--- config.mk ---
export PLATFORM = sky130hd
export DESIGN_NAME = sac_control
export DESIGN_NICKNAME = d
export VERILOG_FILES = /design/src/common/sac_pkg.sv /design/src/common/sac_conv_if.sv /design/src/logic/sac_engine.sv /design/src/logic/sac_control.sv
export SDC_FILE = /design/constraint.sdc
export NUM_CORES = 1
export LEC_CHECK = 0
export ABC_CLOCK_PERIOD_IN_PS = 2450
export BUFFER_PORTS_ARGS = -buffer_cell sky130_fd_sc_hd__buf_2
export CAP_MARGIN = 20
export CORE_ASPECT_RATIO = 1.2
export CORE_MARGIN = 2
export CORE_UTILIZATION = 42
export CTS_BUF_LIST = sky130_fd_sc_hd__clkbuf_8
export DETAILED_ROUTE_END_ITERATION = 12
export GPL_ROUTABILITY_DRIVEN = 0
export GPL_TIMING_DRIVEN = 0
export PLACE_DENSITY = 0.75
export SLEW_MARGIN = 20
export SYNTH_ARGS = -nofsm -noshare
export SYNTH_HDL_FRONTEND = slang
export SYNTH_SLANG_ARGS = --single-unit
export TNS_END_PERCENT = 30
--- constraint.sdc ---
create_clock -name clk_in -period 2.45 [get_ports clk_in]
set_clock_uncertainty 0.05 [all_clocks]
set_input_delay 0.245 -clock clk_in [delete_from_list [all_inputs] [get_ports clk_in]]
set_output_delay 0.245 -clock clk_in [all_outputs]
set_load 0.005 [all_outputs]
--- src/common/sac_pkg.sv ---
// Constants for the successive-approximation converter control block
package sac_pkg;
    // I/O memory addresses
    localparam logic [15:0] ADDR_SUPPLY_SELECT = 16'hff01;
    localparam logic [15:0] ADDR_CONV_CONTROL = 16'hffd0;
    localparam logic [15:0] ADDR_ANALOG_PIN_ENABLES = 16'hffd1;
    localparam logic [15:0] ADDR_RESULT_LOW_NIBBLE = 16'hffd2;
    localparam logic [15:0] ADDR_RESULT_HIGH_NIBBLE = 16'hffd3;
    localparam logic [15:0] ADDR_DONE_IRQ_ENABLE = 16'hffe7;
    localparam logic [15:0] ADDR_DONE_FLAG = 16'hfff7;

    // Field positions
    localparam int BIT_CHANNEL_SELECT_LSB = 0;
    localparam int BIT_CHANNEL_SELECT_MSB = 1;
    localparam int BIT_CONV_CLOCK_SELECT = 2;
    localparam int BIT_CONV_START = 3;
    localparam int BIT_OSC_REGULATOR_SUPPLY = 2;
    localparam int BIT_CONV_SUPPLY_SELECT = 3;
    localparam int BIT_DONE_IRQ_ENABLE = 0;
    localparam int BIT_DONE_FLAG = 0;

    // Reset values
    localparam logic [3:0] RESET_NIBBLE = 4'h0;
    localparam logic [1:0] RESET_CHANNEL = 2'h0;
    localparam logic RESET_BIT = 1'b0;

    // Interrupt vector of conversion completion
    localparam logic [15:0] DONE_VECTOR = 16'h010e;

    // Conversion timing; derived counts are in conversion clock ticks
    localparam int SAR_BITS = 8;
    localparam int CONV_TIME_US = 21;
    localparam int CONV_CLK_MAX_KHZ = 1000;
    localparam int CONV_TICKS = CONV_TIME_US * CONV_CLK_MAX_KHZ / 1000;
    localparam int STORE_TICKS = 1;
    localparam int SAMPLE_TICKS = CONV_TICKS - SAR_BITS - STORE_TICKS;
    localparam logic [3:0] SAMPLE_LAST = 4'(SAMPLE_TICKS - 1);
    localparam logic [7:0] SAR_FIRST_TRIAL = 8'h80;

    // Number of synchronised asynchronous inputs and their bit positions
    localparam int SYNC_INPUTS = 3;
    localparam int SYNC_LOW_OSC = 0;
    localparam int SYNC_HIGH_OSC = 1;
    localparam int SYNC_COMPARE = 2;

    typedef enum logic [1:0] {
        SAC_IDLE,
        SAC_SAMPLE,
        SAC_RESOLVE,
        SAC_STORE
    } sac_state_t;
endpackage

--- src/common/sac_conv_if.sv ---
// Link between the register side and the approximation engine
`timescale 1ns/10ps
interface sac_conv_if;
    logic tick;
    logic start;
    logic busy;
    logic sampling;
    logic done;
    logic compare;
    logic [7:0] trial;
    logic [7:0] result;

    modport ctrl (
        output tick,
        output start,
        output compare,
        input busy,
        input sampling,
        input done,
        input trial,
        input result
    );

    modport engine (
        input tick,
        input start,
        input compare,
        output busy,
        output sampling,
        output done,
        output trial,
        output result
    );
endinterface

--- src/logic/sac_engine.sv ---
// Sample phase and bitwise approximation sequencer
`timescale 1ns/10ps
module sac_engine (
    input wire logic clk_in,
    input wire logic rst_in,
    sac_conv_if.engine conv
);
    sac_pkg::sac_state_t state;
    sac_pkg::sac_state_t next_state;
    logic [3:0] count;
    logic [7:0] trial;
    logic [7:0] result;
    logic [7:0] mask;
    logic done;

    wire sample_end = conv.tick && state == sac_pkg::SAC_SAMPLE
        && count == sac_pkg::SAMPLE_LAST;
    wire bit_step = conv.tick && state == sac_pkg::SAC_RESOLVE;
    wire last_bit = mask == 8'h01;
    // Comparator high means input is at or above the trial level
    wire [7:0] kept = conv.compare ? trial : (trial & ~mask);

    always_comb begin
        next_state = state;
        case (state)
            sac_pkg::SAC_IDLE: begin
                if (conv.start) begin
                    next_state = sac_pkg::SAC_SAMPLE;
                end
            end
            sac_pkg::SAC_SAMPLE: begin
                if (sample_end) begin
                    next_state = sac_pkg::SAC_RESOLVE;
                end
            end
            sac_pkg::SAC_RESOLVE: begin
                if (bit_step && last_bit) begin
                    next_state = sac_pkg::SAC_STORE;
                end
            end
            sac_pkg::SAC_STORE: begin
                if (conv.tick) begin
                    next_state = sac_pkg::SAC_IDLE;
                end
            end
            default: begin
                next_state = sac_pkg::SAC_IDLE;
            end
        endcase
    end

    always_ff @(posedge clk_in) begin
        if (rst_in) begin
            state <= sac_pkg::SAC_IDLE;
            count <= 4'h0;
            trial <= 8'h00;
            mask <= 8'h00;
            done <= 1'b0;
        end else begin
            state <= next_state;
            done <= conv.tick && state == sac_pkg::SAC_STORE;
            if (state == sac_pkg::SAC_IDLE) begin
                count <= 4'h0;
            end else if (conv.tick && state == sac_pkg::SAC_SAMPLE) begin
                count <= count + 4'h1;
            end
            if (sample_end) begin
                trial <= sac_pkg::SAR_FIRST_TRIAL;
                mask <= sac_pkg::SAR_FIRST_TRIAL;
            end else if (bit_step) begin
                trial <= kept | (mask >> 1);
                mask <= mask >> 1;
            end
        end
    end

    // Result holds no reset value until the first conversion ends
    always_ff @(posedge clk_in) begin
        if (bit_step && last_bit) begin
            result <= kept;
        end
    end

    assign conv.busy = state != sac_pkg::SAC_IDLE;
    assign conv.sampling = state == sac_pkg::SAC_SAMPLE;
    assign conv.done = done;
    assign conv.trial = trial;
    assign conv.result = result;

    // Ticks seen since the start, for the timing check
    logic [5:0] tick_seen;
    always_ff @(posedge clk_in) begin
        if (rst_in || state == sac_pkg::SAC_IDLE) begin
            tick_seen <= 6'h00;
        end else if (conv.tick) begin
            tick_seen <= tick_seen + 6'h01;
        end
    end

    AST_MIN_CONV_TICKS: assert property (@(posedge clk_in)
        disable iff (rst_in)
        conv.tick && state == sac_pkg::SAC_STORE
        |-> tick_seen == 6'(sac_pkg::CONV_TICKS - 1))
        else $error("conversion ended before its tick count");

    AST_MSB_FIRST: assert property (@(posedge clk_in)
        disable iff (rst_in)
        sample_end |=> trial == 8'h80 && state == sac_pkg::SAC_RESOLVE)
        else $error("approximation did not open at the top bit");
endmodule

--- src/logic/sac_control.sv ---
// Register file, clock selector and pin control of the converter
`timescale 1ns/10ps

// Behaviour
// - Finished conversion readable by the CPU as an 8-bit unsigned value.
// - One conversion takes at least 21 ticks of a 1 MHz conversion clock.
// - Each shared pin is analog input when its enable is 1, else port.
// - Reset clears all analog enables; shared pins become port pins.
// - Select 0 takes the low-speed oscillator, 1 the high-speed one halved.
// - Conversion clock starts passing when software writes 1 to start.
// - Two-bit channel select picks analog input 0 to 3.
// - Writing 1 to bit 3 at FFD0 starts converting the selected channel.
// - Start waits a sampling delay, holds, then resolves eight bits.
// - Result bit 0 is the LSB; low nibble FFD2, high nibble FFD3.
// - Done flag sets one conversion tick after the result is stored, mask aside.
// - Interrupt request while done flag and its enable are both 1.
// - Writing 1 to the done flag clears it.
// - Completion interrupt uses vector 010E.
// - Supply select bit 3 at FF01 is read-write, resets to 0.
// - Result content is undefined until the first conversion ends.
// - Start bit is write-only; writing 0 does nothing.
module sac_control (
    input wire logic clk_in,
    input wire logic rst_in,
    input wire logic [15:0] io_addr_in,
    input wire logic [3:0] io_wdata_in,
    input wire logic io_wr_in,
    input wire logic io_rd_in,
    output logic [3:0] io_rdata_out,
    input wire logic low_speed_osc_in,
    input wire logic high_speed_osc_in,
    input wire logic compare_in,
    output logic [7:0] dac_code_out,
    output logic sample_hold_out,
    output logic [1:0] channel_select_out,
    output logic [3:0] analog_pin_enable_out,
    input wire logic [3:0] port_oe_in,
    output logic [3:0] shared_port_pins_oe_out,
    output logic conv_supply_select_out,
    output logic osc_regulator_supply_select_out,
    output logic conv_busy_out,
    output logic irq_out,
    output logic [15:0] irq_vector_out
);
    sac_conv_if conv ();

    sac_engine u_engine (
        .clk_in(clk_in),
        .rst_in(rst_in),
        .conv(conv)
    );

    // Control state
    logic [3:0] analog_pin_enable;
    logic channel_select_lsb;
    logic channel_select_msb;
    logic conv_clock_select;
    logic conv_supply_select;
    logic osc_regulator_supply_select;
    logic conv_done_irq_enable;
    logic conv_done_flag;
    logic conv_clock_on;
    logic high_osc_half;
    logic [3:0] rdata;

    // Three-stage synchronisers with agreement filter
    logic [sac_pkg::SYNC_INPUTS-1:0] sync_a;
    logic [sac_pkg::SYNC_INPUTS-1:0] sync_b;
    logic [sac_pkg::SYNC_INPUTS-1:0] sync_c;
    logic [sac_pkg::SYNC_INPUTS-1:0] level;
    logic [sac_pkg::SYNC_INPUTS-1:0] rise;
    wire [sac_pkg::SYNC_INPUTS-1:0] raw_in =
        {compare_in, high_speed_osc_in, low_speed_osc_in};

    genvar gi;
    generate
        for (gi = 0; gi < sac_pkg::SYNC_INPUTS; gi++) begin : g_sync
            assign rise[gi] = sync_b[gi] && sync_c[gi] && !level[gi];
            always_ff @(posedge clk_in) begin
                if (rst_in) begin
                    sync_a[gi] <= 1'b0;
                    sync_b[gi] <= 1'b0;
                    sync_c[gi] <= 1'b0;
                    level[gi] <= 1'b0;
                end else begin
                    sync_a[gi] <= raw_in[gi];
                    sync_b[gi] <= sync_a[gi];
                    sync_c[gi] <= sync_b[gi];
                    if (sync_b[gi] == sync_c[gi]) begin
                        level[gi] <= sync_c[gi];
                    end
                end
            end
        end
    endgenerate

    // Port drivers are released on pins given to the converter
    generate
        for (gi = 0; gi < 4; gi++) begin : g_pin
            assign shared_port_pins_oe_out[gi] =
                port_oe_in[gi] && !analog_pin_enable[gi];
        end
    endgenerate

    // Write and read decode
    wire hit_supply = io_addr_in == sac_pkg::ADDR_SUPPLY_SELECT;
    wire hit_control = io_addr_in == sac_pkg::ADDR_CONV_CONTROL;
    wire hit_pins = io_addr_in == sac_pkg::ADDR_ANALOG_PIN_ENABLES;
    wire hit_low = io_addr_in == sac_pkg::ADDR_RESULT_LOW_NIBBLE;
    wire hit_high = io_addr_in == sac_pkg::ADDR_RESULT_HIGH_NIBBLE;
    wire hit_enable = io_addr_in == sac_pkg::ADDR_DONE_IRQ_ENABLE;
    wire hit_flag = io_addr_in == sac_pkg::ADDR_DONE_FLAG;

    wire wr_supply = io_wr_in && hit_supply;
    wire wr_control = io_wr_in && hit_control;
    wire wr_pins = io_wr_in && hit_pins;
    wire wr_enable = io_wr_in && hit_enable;
    wire wr_flag = io_wr_in && hit_flag;

    wire start_write = wr_control && io_wdata_in[sac_pkg::BIT_CONV_START];
    // A start during a conversion is dropped, the running one completes
    wire start_go = start_write && !conv.busy;
    wire flag_clear = wr_flag && io_wdata_in[sac_pkg::BIT_DONE_FLAG];

    // Start bit always reads back as zero
    wire [3:0] read_control = {1'b0, conv_clock_select,
        channel_select_msb, channel_select_lsb};
    wire [3:0] read_supply = {conv_supply_select,
        osc_regulator_supply_select, 2'b00};
    wire [3:0] read_mux =
        hit_supply ? read_supply :
        hit_control ? read_control :
        hit_pins ? analog_pin_enable :
        hit_low ? conv.result[3:0] :
        hit_high ? conv.result[7:4] :
        hit_enable ? {3'b000, conv_done_irq_enable} :
        hit_flag ? {3'b000, conv_done_flag} :
        4'h0;

    // Conversion clock selector; high oscillator is halved
    wire high_tick = rise[sac_pkg::SYNC_HIGH_OSC] && high_osc_half;
    wire low_tick = rise[sac_pkg::SYNC_LOW_OSC];
    wire selected_tick = conv_clock_select ? high_tick : low_tick;
    // Edges faster than a few MHz are lost to sampling at 20 MHz
    assign conv.tick = conv_clock_on && selected_tick;
    assign conv.start = start_go;
    assign conv.compare = level[sac_pkg::SYNC_COMPARE];

    always_ff @(posedge clk_in) begin
        if (rst_in) begin
            analog_pin_enable <= sac_pkg::RESET_NIBBLE;
            conv_supply_select <= sac_pkg::RESET_BIT;
            osc_regulator_supply_select <= sac_pkg::RESET_BIT;
            conv_done_irq_enable <= sac_pkg::RESET_BIT;
        end else begin
            if (wr_pins) begin
                analog_pin_enable <= io_wdata_in;
            end
            if (wr_supply) begin
                conv_supply_select <=
                    io_wdata_in[sac_pkg::BIT_CONV_SUPPLY_SELECT];
                osc_regulator_supply_select <=
                    io_wdata_in[sac_pkg::BIT_OSC_REGULATOR_SUPPLY];
            end
            if (wr_enable) begin
                conv_done_irq_enable <=
                    io_wdata_in[sac_pkg::BIT_DONE_IRQ_ENABLE];
            end
        end
    end

    always_ff @(posedge clk_in) begin
        if (rst_in) begin
            channel_select_lsb <= sac_pkg::RESET_CHANNEL[0];
            channel_select_msb <= sac_pkg::RESET_CHANNEL[1];
            conv_clock_select <= sac_pkg::RESET_BIT;
        end else if (wr_control) begin
            channel_select_lsb <=
                io_wdata_in[sac_pkg::BIT_CHANNEL_SELECT_LSB];
            channel_select_msb <=
                io_wdata_in[sac_pkg::BIT_CHANNEL_SELECT_MSB];
            conv_clock_select <=
                io_wdata_in[sac_pkg::BIT_CONV_CLOCK_SELECT];
        end
    end

    // Clock gate opens on start and closes once the result is stored
    always_ff @(posedge clk_in) begin
        if (rst_in) begin
            conv_clock_on <= 1'b0;
            high_osc_half <= 1'b0;
        end else begin
            if (start_go) begin
                conv_clock_on <= 1'b1;
            end else if (conv.done) begin
                conv_clock_on <= 1'b0;
            end
            if (start_go) begin
                high_osc_half <= 1'b0;
            end else if (rise[sac_pkg::SYNC_HIGH_OSC]) begin
                high_osc_half <= !high_osc_half;
            end
        end
    end

    // Completion sets the flag even when masked; set beats clear
    always_ff @(posedge clk_in) begin
        if (rst_in) begin
            conv_done_flag <= 1'b0;
        end else if (conv.done) begin
            conv_done_flag <= 1'b1;
        end else if (flag_clear) begin
            conv_done_flag <= 1'b0;
        end
    end

    always_ff @(posedge clk_in) begin
        if (rst_in) begin
            rdata <= 4'h0;
        end else if (io_rd_in) begin
            rdata <= read_mux;
        end
    end

    assign io_rdata_out = rdata;
    assign dac_code_out = conv.trial;
    assign sample_hold_out = conv.sampling;
    assign channel_select_out =
        {channel_select_msb, channel_select_lsb};
    assign analog_pin_enable_out = analog_pin_enable;
    assign conv_supply_select_out = conv_supply_select;
    assign osc_regulator_supply_select_out = osc_regulator_supply_select;
    assign conv_busy_out = conv.busy;
    assign irq_out = conv_done_flag && conv_done_irq_enable;
    assign irq_vector_out = sac_pkg::DONE_VECTOR;

    AST_IRQ_GATED: assert property (@(posedge clk_in)
        disable iff (rst_in)
        conv.done && conv_done_irq_enable && !wr_enable |=> irq_out)
        else $error("interrupt request not raised on enabled completion");

    AST_DONE_SETS_FLAG: assert property (@(posedge clk_in)
        disable iff (rst_in)
        conv.done |=> conv_done_flag)
        else $error("done flag not set after result store");

    AST_FLAG_CLEAR: assert property (@(posedge clk_in)
        disable iff (rst_in)
        flag_clear && !conv.done |=> !conv_done_flag)
        else $error("done flag not cleared by writing one");

    AST_PINS_RESET: assert property (@(posedge clk_in)
        rst_in |=> analog_pin_enable_out == 4'h0
            && shared_port_pins_oe_out == port_oe_in)
        else $error("analog enables not cleared by reset");

    AST_SUPPLY_RESET: assert property (@(posedge clk_in)
        rst_in |=> !conv_supply_select_out)
        else $error("supply select not cleared by reset");

    AST_START_RUNS: assert property (@(posedge clk_in)
        disable iff (rst_in)
        start_write && !conv_busy_out |=> conv_busy_out && conv_clock_on)
        else $error("start write did not begin a conversion");

    AST_START_IGNORED: assert property (@(posedge clk_in)
        disable iff (rst_in)
        start_write && conv_busy_out && !rise[sac_pkg::SYNC_HIGH_OSC]
        |=> $stable(high_osc_half) && !conv.sampling)
        else $error("start during conversion disturbed the selector");

    AST_TICK_GATED: assert property (@(posedge clk_in)
        disable iff (rst_in)
        conv.tick |-> conv_clock_on && conv_busy_out)
        else $error("conversion tick outside a running conversion");

    AST_LOW_SOURCE: assert property (@(posedge clk_in)
        disable iff (rst_in)
        conv.tick && !conv_clock_select |-> rise[sac_pkg::SYNC_LOW_OSC])
        else $error("tick not from low-speed oscillator");

    AST_RESULT_READ: assert property (@(posedge clk_in)
        disable iff (rst_in)
        io_rd_in && hit_high |=> io_rdata_out == $past(conv.result[7:4]))
        else $error("high result nibble misread");
endmodule

Word-level counts from Yosys, hierarchy flattened
Index checks and enable logic that the tools add are counted.
- register bits after elaboration: 60
- bits of input ports: 31
- word-level logic and storage cells: 117
- $add $sub $neg: 1
- eq/ne operators: 19
- multiplexer cells: 22
- bitwise operators: 3
- reductions and logical operators: 41
- operator list (operator ; number):
    == test 16 bit (second input constant) ; 7
    two-way mux 8 bit ; 5
    logical AND 1 bit ; 24
    two-way mux 4 bit ; 5
    bitwise AND 8 bit ; 1
    == test 8 x 1 -> 1 bit (second input constant) ; 1
    logical NOT 1 bit ; 8
    two-way mux 2 bit ; 4
    NOT 8 bit ; 1
    bitwise OR 8 x 7 -> 8 bit ; 1
    case mux 2 bit (4 select lines) ; 1
    nonzero test 2 bit ; 4
    two-way mux 1 bit ; 7
    OR reduction 2 bit ; 3
    adder 4 x 1 -> 4 bit (second input constant) ; 1
    == test 2 bit (second input constant) ; 2
    == test 4 bit (second input constant) ; 1
    inequality test 2 x 1 -> 1 bit (second input constant) ; 2
    inequality test 2 bit (second input constant) ; 2
    AND reduction 4 bit ; 1
    == test 1 bit ; 3
    == test 2 x 1 -> 1 bit (second input constant) ; 1
    logical NOT 2 bit ; 1

Logic depth before layout (Yosys ltp)
Gate-level depths: netlist of the first run.
- depth after elaboration: 9
- depth in mapped cells: 8
- mapped depth without buffers: 6

Cells and area by module
From an unflattened synthesis of the first run, not the netlist that was laid out.
- cells, all modules: 299
- area total of the unflattened synthesis: 2807.7 um^2
- by module, submodules not included (module ; instances ; cells an instance ; area an instance (um^2)):
    sac_control ; 1 ; 170 ; 1516.5
    sac_engine ; 1 ; 129 ; 1291.2

Worst setup path before layout of the first run
OpenSTA, ideal clock, no wires.
- path type: register to register
- start: register sync_c[1] in the netlist's numbering
- end: register u_engine.result[0], in the netlist u_engine.conv.result[0], enable pin
- data arrival time: 1610 ps
- slack: 459 ps
- cell stages (with the launch flop): 8
- buffers on the path: 2
- period minus slack after synthesis: 1991 ps
- path through: dfxtp_1 ha_1 nor2b_1 a21bo_2 buf_2 and3_1 clkbuf_1 and3_1
- word-level cells in the longest chain between the ends: 7
- ends and longest elaborated chain (element ; RTL line ; text):
    start: declaration ; sac_control.sv:69 ; logic [sac_pkg::SYNC_INPUTS-1:0] sync_c;
    start signal: indexed assignment ; sac_control.sv:88 ; sync_c[gi] <= sync_b[gi];
    logical AND 1 bit (2 in a row) ; sac_control.sv:78 ; assign rise[gi] = sync_b[gi] && sync_c[gi] && !level[gi];
    logical AND 1 bit ; sac_control.sv:141 ; wire high_tick = rise[sac_pkg::SYNC_HIGH_OSC] && high_osc_half;
    two-way mux 1 bit ; sac_control.sv:143 ; wire selected_tick = conv_clock_select ? high_tick : low_tick;
    logical AND 1 bit ; sac_control.sv:145 ; assign conv.tick = conv_clock_on && selected_tick;
    logical AND 1 bit ; sac_engine.sv:18 ; wire bit_step = conv.tick && state == sac_pkg::SAC_RESOLVE;
    logical AND 1 bit ; sac_engine.sv:79 ; if (bit_step && last_bit) begin
    end signal: assignment ; sac_engine.sv:80 ; result <= kept;
    end: declaration ; sac_engine.sv:12 ; logic [7:0] result;
No other way between the ends.
A chain may end at the register's enable or synchronous reset.

Worst setup path in the final report of the first run
- start: register sync_b[1] in the netlist's numbering
- end: register u_engine.result[2], in the netlist u_engine.conv.result[2], enable pin
- word-level cells in the longest chain between the ends: 7
- ends and longest elaborated chain (element ; RTL line ; text):
    start: declaration ; sac_control.sv:68 ; logic [sac_pkg::SYNC_INPUTS-1:0] sync_b;
    start signal: indexed assignment ; sac_control.sv:87 ; sync_b[gi] <= sync_a[gi];
    logical AND 1 bit (2 in a row) ; sac_control.sv:78 ;
    logical AND 1 bit ; sac_control.sv:141 ;
    two-way mux 1 bit ; sac_control.sv:143 ;
    logical AND 1 bit ; sac_control.sv:145 ;
    logical AND 1 bit ; sac_engine.sv:18 ;
    logical AND 1 bit ; sac_engine.sv:79 ;
No other way between the ends.

==> results of run 1 <==
[metrics by stage]
| step | utilization | hold slack, ns | cells |
|---|---|---|---|
| finish | 0.5350 | 0.05452 | 460 |
| global route | 0.5350 | 0.05924 | 460 |
| CTS | 0.5350 | 0.03987 | 460 |
| detailed placement | 0.5012 | 0.3777 | 444 |
| global placement | 0.5012 | 0.3692 | 444 |
| floorplan | - | 0.3232 | 305 |
[flip-flops by register name, indices dropped and copies added, names as in the netlist, 3 cells and up]
signal	count
u_engine.conv.result	8
u_engine.conv.trial	8
u_engine.mask	8
analog_pin_enable_out	4
io_rdata_out	4
u_engine.count	4
sync_a	3
sync_b	3
sync_c	3
[worst max-delay path, cell delays in order (launching register included)]
cell	delay, ns
dfxtp_1	0.34
ha_1	0.15
nor2b_1	0.20
a21bo_2	0.15
buf_2	0.19
and3_1	0.17
clkbuf_1	0.29
and3_1	0.42
[cell usage after synthesis, drive strengths merged, types with 2 or more instances]
master  instances
and4            3
conb            2
dfxtp          52
o21ai           5
ha              7
nor2           20
nor3            6
nand2          25
and3            4
nand4           9
nand2b          6
mux2i          15
nor4            3
a31oi           2
buf            23
inv             6
nand3           5
clkbuf          6
o21a            2
a41o            2
nor2b          17
and2            5
mux2            2
a21boi          6
xor2            3
edfxtp          8
a21oi          28
[power by group]
part | internal (mW) | total, mW | switching, mW | leakage [nW]
logic | 0.0571 | 0.121 | 0.0639 | 0.941
registers | 1.00 | 1.00 | 0.00291 | 0.478
clock network | 0.591 | 0.967 | 0.376 | 0.117
[logic make-up after synthesis]
family / Yosys count
adder cells (fa/ha/maj): 7
XOR/XNOR: 4
other: 2
AO/OA/AOI/OAI: 56
AND/OR/NAND/NOR: 109
multiplexers: 18
flip-flops: 60
buffers and inverters: 35
[path summary, 6_finish.rpt]
kind / to / slack (ns) / cells past startpoint
worst max-delay path: u_engine.conv.result[2] / 0.17 / 7
worst min-delay path: sync_a[2] / 0.05 / 2
worst max register to register: u_engine.conv.result[2] / 0.17 / 7
worst min register to register: io_rdata_out[1] / 0.38 / 2
[final cells by class]
class / instances / area (µm²) / share of cell area
Timing Repair Buffer: 54 / 270.3 / 0.07886
Tap cell: 85 / 106.4 / 0.03103
Inverter: 6 / 22.52 / 0.006572
Sequential cell: 60 / 1281 / 0.3739
Buffer: 29 / 182.7 / 0.05330
Clock buffer: 10 / 137.6 / 0.04016
Clock inverter: 6 / 78.83 / 0.02300
Multi-Input combinational cell: 210 / 1348 / 0.3932
[layer usage]
metal / up-vias / routed length, µm
met3: 20 / 363
met5: - / 0
met2: 86 / 2879
li1: 1154 / -
met4: 0 / 256
met1: 1085 / 2651
==> results.sh, run 1 <==
export IMPL_synth_area_mux_share=0.07018
export IMPL_setup_slack_ns=0.1705
export IMPL_syn_to_final_growth_pct=23.21
export IMPL_boundaryPins=74
export IMPL_synthSimpleGateAreaFrac=0.2213
export IMPL_clock_root_buffer="clkbuf_8"
export IMPL_status="complete, no violations"
export IMPL_crit_type="register to register"
export IMPL_critPathArrivalTime_ns=2.25
export IMPL_dp_hpwl_um=4643
export IMPL_synth_xor_area_frac=0.01260
export IMPL_end_kind="register"
export IMPL_min_delay_start="compare_in"
export IMPL_initial_core_util=0.4342
export IMPL_placement_rows=32
export IMPL_min_period_over_period=0.9304
export IMPL_core_um2=6406
export IMPL_postSynth_asyncResetShare=0
export IMPL_rsz0062_at_grt="no"
export IMPL_cts_made_buffers=9
export IMPL_cts_buffer_depth=2
export IMPL_cts_tree="built"
export IMPL_worst_ir_drop_vdd_mv=0.3112
export IMPL_p_total_mw=2.092
export IMPL_maxSlewHeadroom=0.6476
export IMPL_dp_slack_ns=0.1960
export IMPL_maxCapViolations=0
export IMPL_p_per_area_nw_per_um2=610.4
export IMPL_vias=2345
export IMPL_met2_usage=0.2802
export IMPL_grt_overflow=0
export IMPL_drtIter0Drc=118
export IMPL_io_buffer_count=54
export IMPL_grt_pass1_vias=2106
export IMPL_grt_pass1_wl_um=9839
export IMPL_layout_commonest_cell="buf_2"
export IMPL_finalSetupViolations=0
export IMPL_grt_use_met1=0.2065
export IMPL_path_clk_slew_ns=0.06
export IMPL_tns_ns=0
export IMPL_synth_area_top_cells="dfxtp_1 (37%), edfxtp_1 (8.6%), mux2i_1 (5.4%)"
export IMPL_worst_pin_slew_ns=0.5287
export IMPL_holdBufCountCts=0
export IMPL_ant_nets=0
export IMPL_synth_edff_count=8
export IMPL_startpoint="sync_b[1]"
export IMPL_synth_cell_types=52
export IMPL_crit_path_max_fanout=9
export IMPL_grt_max_degree=11
export IMPL_wl_um=6150
export IMPL_ctsResizeCount=0
export IMPL_startpoint_type="register"
export IMPL_syn_cell_area_um2=2781
export IMPL_yosys_area_top_type_share=0.3743
export IMPL_yosysWarnings=0
export IMPL_insertion_delay_ns=0.35
export IMPL_diodes=0
export IMPL_via_per_inst=5.098
export IMPL_die_area_um2=7292
export IMPL_synth_top_family_by_area="simple AND/OR/NAND/NOR gates"
export IMPL_grt_antenna_before_repair=0
export IMPL_postCtsSetupBuffers=0
export IMPL_htree_num_levels=3
export IMPL_finalHoldViolations=0
export IMPL_met3_usage=0.04537
export IMPL_finalCriticalPeriod_ns=2.280
export IMPL_fp_dieW_um=78.29
export IMPL_fin_nets=408
export IMPL_ys_seq_area_frac=0.4606
export IMPL_p_leak_nw=1.536
export IMPL_final_cell_mix="buf_2 (59), dfxtp_1 (52), a21oi_1 (28), nand2_1 (25), nor2_1 (19)"
export IMPL_route_detailed_drc=0
export IMPL_drive_gt1_frac=0.2747
export IMPL_drv_slew=0
export IMPL_cts_sinks=60
export IMPL_n_fill_cell=595
export IMPL_r2r_start="sync_b[1]"
export IMPL_synthAdderAreaFrac=0.03149
export IMPL_crit_required_ns=2.42
export IMPL_synthFlopType="dfxtp_1"
export IMPL_synthCells=291
export IMPL_drt_pass1_iter_count=5
export IMPL_yosysTopAreaCell="dfxtp_1"
export IMPL_placed_area_um2=3211
export IMPL_wire_per_inst_um=13.37
export IMPL_fmax_mhz=438.7
export IMPL_synth_compound_area_frac=0.1273
export IMPL_avgSynthCellArea_um2=9.558
export IMPL_die_y_um=93.15
export IMPL_grt_busiest_layer="met2"
export IMPL_stdcell_area_um2=3427
export IMPL_groute_usage_overall=0.1781
export IMPL_hold_path_class="primary input to register"
export IMPL_ys_ff_latch=60
No activity file was read; power rests on OpenSTA's default activity.
==> inputs of run 2 (changes only) <==
ABC_AREA = 0   (was default)
CELL_PAD_IN_SITES_DETAIL_PLACEMENT = 0   (was default)
CELL_PAD_IN_SITES_GLOBAL_PLACEMENT = 1   (was default)
CORE_UTILIZATION = 41   (was 42)
GPL_ROUTABILITY_DRIVEN = default   (was 0)
PLACE_DENSITY = 0.91   (was 0.75)
==> results.sh, run 2 (synthesized netlist as in run 1, its figures left out) <==
export IMPL_crit_path_max_fanout=9
export IMPL_dp_cells=444
export IMPL_final_cell_mix="buf_2 (59), dfxtp_1 (52), a21oi_1 (28), nand2_1 (25), nor2_1 (19)"
export IMPL_cts_tree="built"
export IMPL_worst_pin_slew_ns=0.5067
export IMPL_groute_usage_overall=0.1729
export IMPL_startpoint_type="register"
export IMPL_cts_sinks=60
export IMPL_insertion_delay_ns=0.33
export IMPL_largestRegisters="u_engine.conv.result x8, u_engine.conv.trial x8, u_engine.mask x8"
export IMPL_clock_root_buffer="clkbuf_8"
export IMPL_tns_ns=0
export IMPL_via_per_inst=4.965
export IMPL_postCtsSetupBuffers=0
export IMPL_drtIter0Drc=83
export IMPL_drt_pass1_iter_count=4
export IMPL_n_fill_cell=631
export IMPL_initial_core_util=0.4288
export IMPL_path_clk_slew_ns=0.07
export IMPL_cts_buffer_depth=2
export IMPL_crit_end="u_engine.conv.result[7]"
export IMPL_boundaryPins=74
export IMPL_p_per_area_nw_per_um2=556.5
export IMPL_dp_slack_ns=0.1440
export IMPL_wl_um=6234
export IMPL_grt_overflow=0
export IMPL_route_detailed_drc=0
export IMPL_ant_nets=0
export IMPL_grt_antenna_before_repair=0
export IMPL_status="complete, no violations"
export IMPL_finalHoldViolations=0
export IMPL_finalWeightedCongestion=0.8562
export IMPL_multiInputGateArea_um2=1349
export IMPL_r2r_slack_ns=0.22
export IMPL_crit_type="register to register"
export IMPL_grt_max_degree=11
export IMPL_grt_pass1_vias=2140
export IMPL_layout_commonest_cell="buf_2"
export IMPL_placement_rows=32
export IMPL_stdcell_area_um2=3381
export IMPL_crit_required_ns=2.43
export IMPL_maxCapViolations=0
export IMPL_drv_slew=0
export IMPL_finalSetupViolations=0
export IMPL_syn_to_final_growth_pct=21.55
export IMPL_holdBufCountCts=0
export IMPL_io_buffer_count=54
export IMPL_finalNonFillerCells=460
export IMPL_placed_area_um2=3211
export IMPL_finalCriticalPeriod_ns=2.229
export IMPL_htree_num_levels=3
export IMPL_vias=2284
export IMPL_core_um2=6486
export IMPL_fp_dieW_um=79.19
export IMPL_worst_ir_drop_vdd_mv=0.3358
export IMPL_seq_area_um2=1281
export IMPL_p_leak_nw=1.511
export IMPL_min_period_over_period=0.9096
export IMPL_setup_slack_ns=0.2215
export IMPL_dp_hpwl_um=4734
export IMPL_worst_r2r_endpoint="u_engine.conv.result[7]"
export IMPL_fmax_mhz=448.7
export IMPL_drive_gt1_frac=0.2773
export IMPL_diodes=0
export IMPL_rsz0062_at_grt="no"
export IMPL_die_area_um2=7462
export IMPL_r2r_start="sync_c[1]"
export IMPL_fin_nets=408
export IMPL_end_kind="register"
export IMPL_startpoint="sync_c[1]"
export IMPL_die_y_um=94.23
export IMPL_critPathArrivalTime_ns=2.21
export IMPL_maxSlewHeadroom=0.6622
export IMPL_wire_per_inst_um=13.55
export IMPL_hold_path_class="primary input to register"
export IMPL_min_delay_start="compare_in"
export IMPL_cts_made_buffers=9
export IMPL_reg2regPathDepth=7
export IMPL_grt_pass1_wl_um=9873
run 2: worst min-delay path by stage:
| stage | end | slack, ns | cells past startpoint |
|---|---|---|---|
| 6_report | sync_a[2] | 0.07 | 2 |
| 5_1_grt | sync_a[0] | 0.08 | 2 |
| 4_1_cts | sync_a[2] | 0.06 | 2 |
| 3_5_place_dp | sync_b[0] | 0.38 | 1 |
| 3_3_place_gp | sync_b[1] | 0.37 | 1 |
| 2_1_floorplan | sync_a[0] | 0.32 | 1 |
run 2: stage by stage:
step                total power, mW  hold WS, ns    util
global route                  1.957      0.08024  0.5212
finish                        1.882      0.07132  0.5212
detailed placement            1.146       0.3760  0.4950
global placement              1.146       0.3658  0.4950
floorplan                     1.098       0.3232       -
CTS                           1.901      0.06072  0.5210
run 2: what timing repair did:
item                                   in CTS  in global routing
gates resized for setup                     0                  1
endpoints found under the hold margin       0                  0
setup endpoints to repair                   0                  8
run 2: final cells by class:
type,instances,share of cell area
Tap cell,85,0.03146
Inverter,6,0.006662
Buffer,29,0.05403
Clock buffer,10,0.04071
Multi-Input combinational cell,210,0.3990
Clock inverter,6,0.009252
Sequential cell,60,0.3790
Timing Repair Buffer,54,0.07994
run 2: routing by layer:
| layer | track usage | vias to the layer above | wire length, µm |
|---|---|---|---|
| met5 | 0 | - | 0 |
| met4 | 0.09626 | 0 | 175 |
| met3 | 0.03077 | 13 | 352 |
| met2 | 0.3072 | 83 | 3135 |
| met1 | 0.1930 | 1030 | 2571 |
| li1 | - | 1158 | - |
run 2: worst max-delay path, cell delays in order (launching register included):
cell and delay, ns:
dfxtp_1 0.33, ha_1 0.13, nor2b_1 0.22, a21bo_2 0.17
buf_2 0.19, and3_1 0.17, clkbuf_1 0.29, and3_2 0.37
run 2: power by group:
part | internal, mW | switching (mW) | total [mW]
combinational | 0.0570 | 0.0640 | 0.121
clock | 0.383 | 0.374 | 0.757
sequential | 1.00 | 0.00269 | 1.00
==> inputs of run 3 (changes only) <==
CORE_ASPECT_RATIO = default   (was 1.2)
CTS_BUF_LIST = sky130_fd_sc_hd__clkbuf_4 sky130_fd_sc_hd__clkbuf_8   (was sky130_fd_sc_hd__clkbuf_8)
==> results.sh, run 3 (synthesized netlist as in run 1, its figures left out) <==
export IMPL_cts_made_buffers=9
export IMPL_holdBufCountCts=0
export IMPL_clock_root_buffer="clkbuf_8"
export IMPL_boundaryPins=74
export IMPL_die_area_um2=7459
export IMPL_ant_nets=0
export IMPL_largestRegisters="u_engine.conv.result x8, u_engine.conv.trial x8, u_engine.mask x8"
export IMPL_htree_num_levels=3
export IMPL_grt_overflow=0
export IMPL_drt_pass1_iter_count=4
export IMPL_drive_gt1_frac=0.2800
export IMPL_grt_antenna_before_repair=0
export IMPL_syn_to_final_growth_pct=21.59
export IMPL_crit_type="register to register"
export IMPL_io_buffer_count=54
export IMPL_status="complete, no violations"
export IMPL_cts_sinks=60
export IMPL_dp_cells=439
export IMPL_core_um2=6681
export IMPL_fmax_mhz=449.7
export IMPL_route_detailed_drc=0
export IMPL_cts_tree="built"
export IMPL_hold_path_class="primary input to register"
export IMPL_p_total_mw=1.904
export IMPL_finalNonFillerCells=455
export IMPL_postCtsSetupBuffers=0
export IMPL_final_core_util=0.5062
export IMPL_crit_required_ns=2.43
export IMPL_path_clk_slew_ns=0.07
export IMPL_drv_slew=0
export IMPL_n_fill_cell=662
export IMPL_placement_rows=30
export IMPL_via_per_inst=5.009
export IMPL_finalCriticalPeriod_ns=2.224
export IMPL_finalHoldViolations=0
export IMPL_end_kind="register"
export IMPL_rsz0062_at_grt="no"
export IMPL_p_per_area_nw_per_um2=562.8
export IMPL_initial_core_util=0.4163
export IMPL_die_y_um=86.37
export IMPL_wire_per_inst_um=13.32
export IMPL_finalWeightedCongestion=0.9510
export IMPL_vias=2279
export IMPL_layout_commonest_cell="buf_2"
export IMPL_dp_hpwl_um=4549
export IMPL_critPathArrivalTime_ns=2.21
export IMPL_min_period_over_period=0.9076
export IMPL_groute_usage_overall=0.1653
export IMPL_drtIter0Drc=66
export IMPL_grt_pass1_wl_um=9618
export IMPL_startpoint_type="register"
export IMPL_tns_ns=0
export IMPL_p_leak_nw=1.508
export IMPL_finalSetupViolations=0
export IMPL_worst_hold_slack_ns=0.07929
export IMPL_cts_buffer_depth=2
export IMPL_fp_dieW_um=86.37
export IMPL_worst_ir_drop_vdd_mv=0.3994
export IMPL_crit_path_max_fanout=9
export IMPL_maxCapViolations=0
export IMPL_diodes=0
export IMPL_wl_um=6061
export IMPL_grt_max_degree=13
export IMPL_fin_nets=408
export IMPL_final_cell_mix="buf_2 (59), dfxtp_1 (52), a21oi_1 (28), nand2_1 (25), nor2_1 (19)"
export IMPL_grt_pass1_vias=2017
export IMPL_insertion_delay_ns=0.34
## run 3: changes by cell type in the layout (fill, tap and decap cells not counted), sizes merged
cell,delta
clkbuf,-1
clkinv,+1
## run 3: final cells by class
type | instances | area, µm² | share of cell area
repair buffers | 54 | 270.3 | 0.07991
plain buffers | 29 | 182.7 | 0.05401
flip-flops and latches | 60 | 1281 | 0.3788
inverters | 6 | 22.52 | 0.006659
well taps | 80 | 100.1 | 0.02960
multi-input cells | 210 | 1349 | 0.3988
clock buffers | 9 | 123.9 | 0.03663
clock inverters | 7 | 52.55 | 0.01554
## run 3: final timing paths
kind	startpoint	end	slack, ns	cells past startpoint
worst max-delay path	sync_c[1]	u_engine.conv.result[4]	0.23	7
worst min-delay path	compare_in	sync_a[2]	0.08	2
worst max register to register	sync_c[1]	u_engine.conv.result[4]	0.23	7
worst min register to register	sync_a[1]	sync_b[1]	0.38	1
## run 3: routing by layer
metal  vias to the layer above  GRT usage  share of wire
li1                       1156          -              -
met1                      1021     0.2244           0.47
met2                        92     0.2441           0.44
met3                        10    0.04095          0.069
met4                         0    0.08381          0.018
met5                         -          0              0
## run 3: repair_timing
action / in CTS / in global routing
gates resized for setup: 0 / 1
hold endpoints to repair: 0 / 0
endpoints found under the setup margin: 0 / 8
## run 3: report_power, final
| group | total [mW] | internal [mW] | switching (mW) | leakage [nW] |
|---|---|---|---|---|
| sequential | 1.00 | 1.00 | 0.00273 | 0.478 |
| clock | 0.780 | 0.371 | 0.409 | 0.0896 |
| combinational | 0.120 | 0.0571 | 0.0632 | 0.940 |
| total | 1.90 | 1.43 | 0.475 | 1.51 |
## run 3: critical path, cell delays in order (launching register included)
cell and delay, ns:
dfxtp_1 0.34, ha_1 0.14, nor2b_1 0.20, a21bo_2 0.16, buf_2 0.19, and3_1 0.17
clkbuf_1 0.30, and3_2 0.37
## run 3: per-stage QoR
stage / setup slack [ns] / area (µm²)
2_1_floorplan: 0.4586 / 2834
3_3_place_gp: 0.2028 / 3204
3_5_place_dp: 0.1639 / 3204
4_1_cts: 0.1469 / 3381
5_1_grt: 0.08513 / 3382
6_report: 0.2264 / 3382
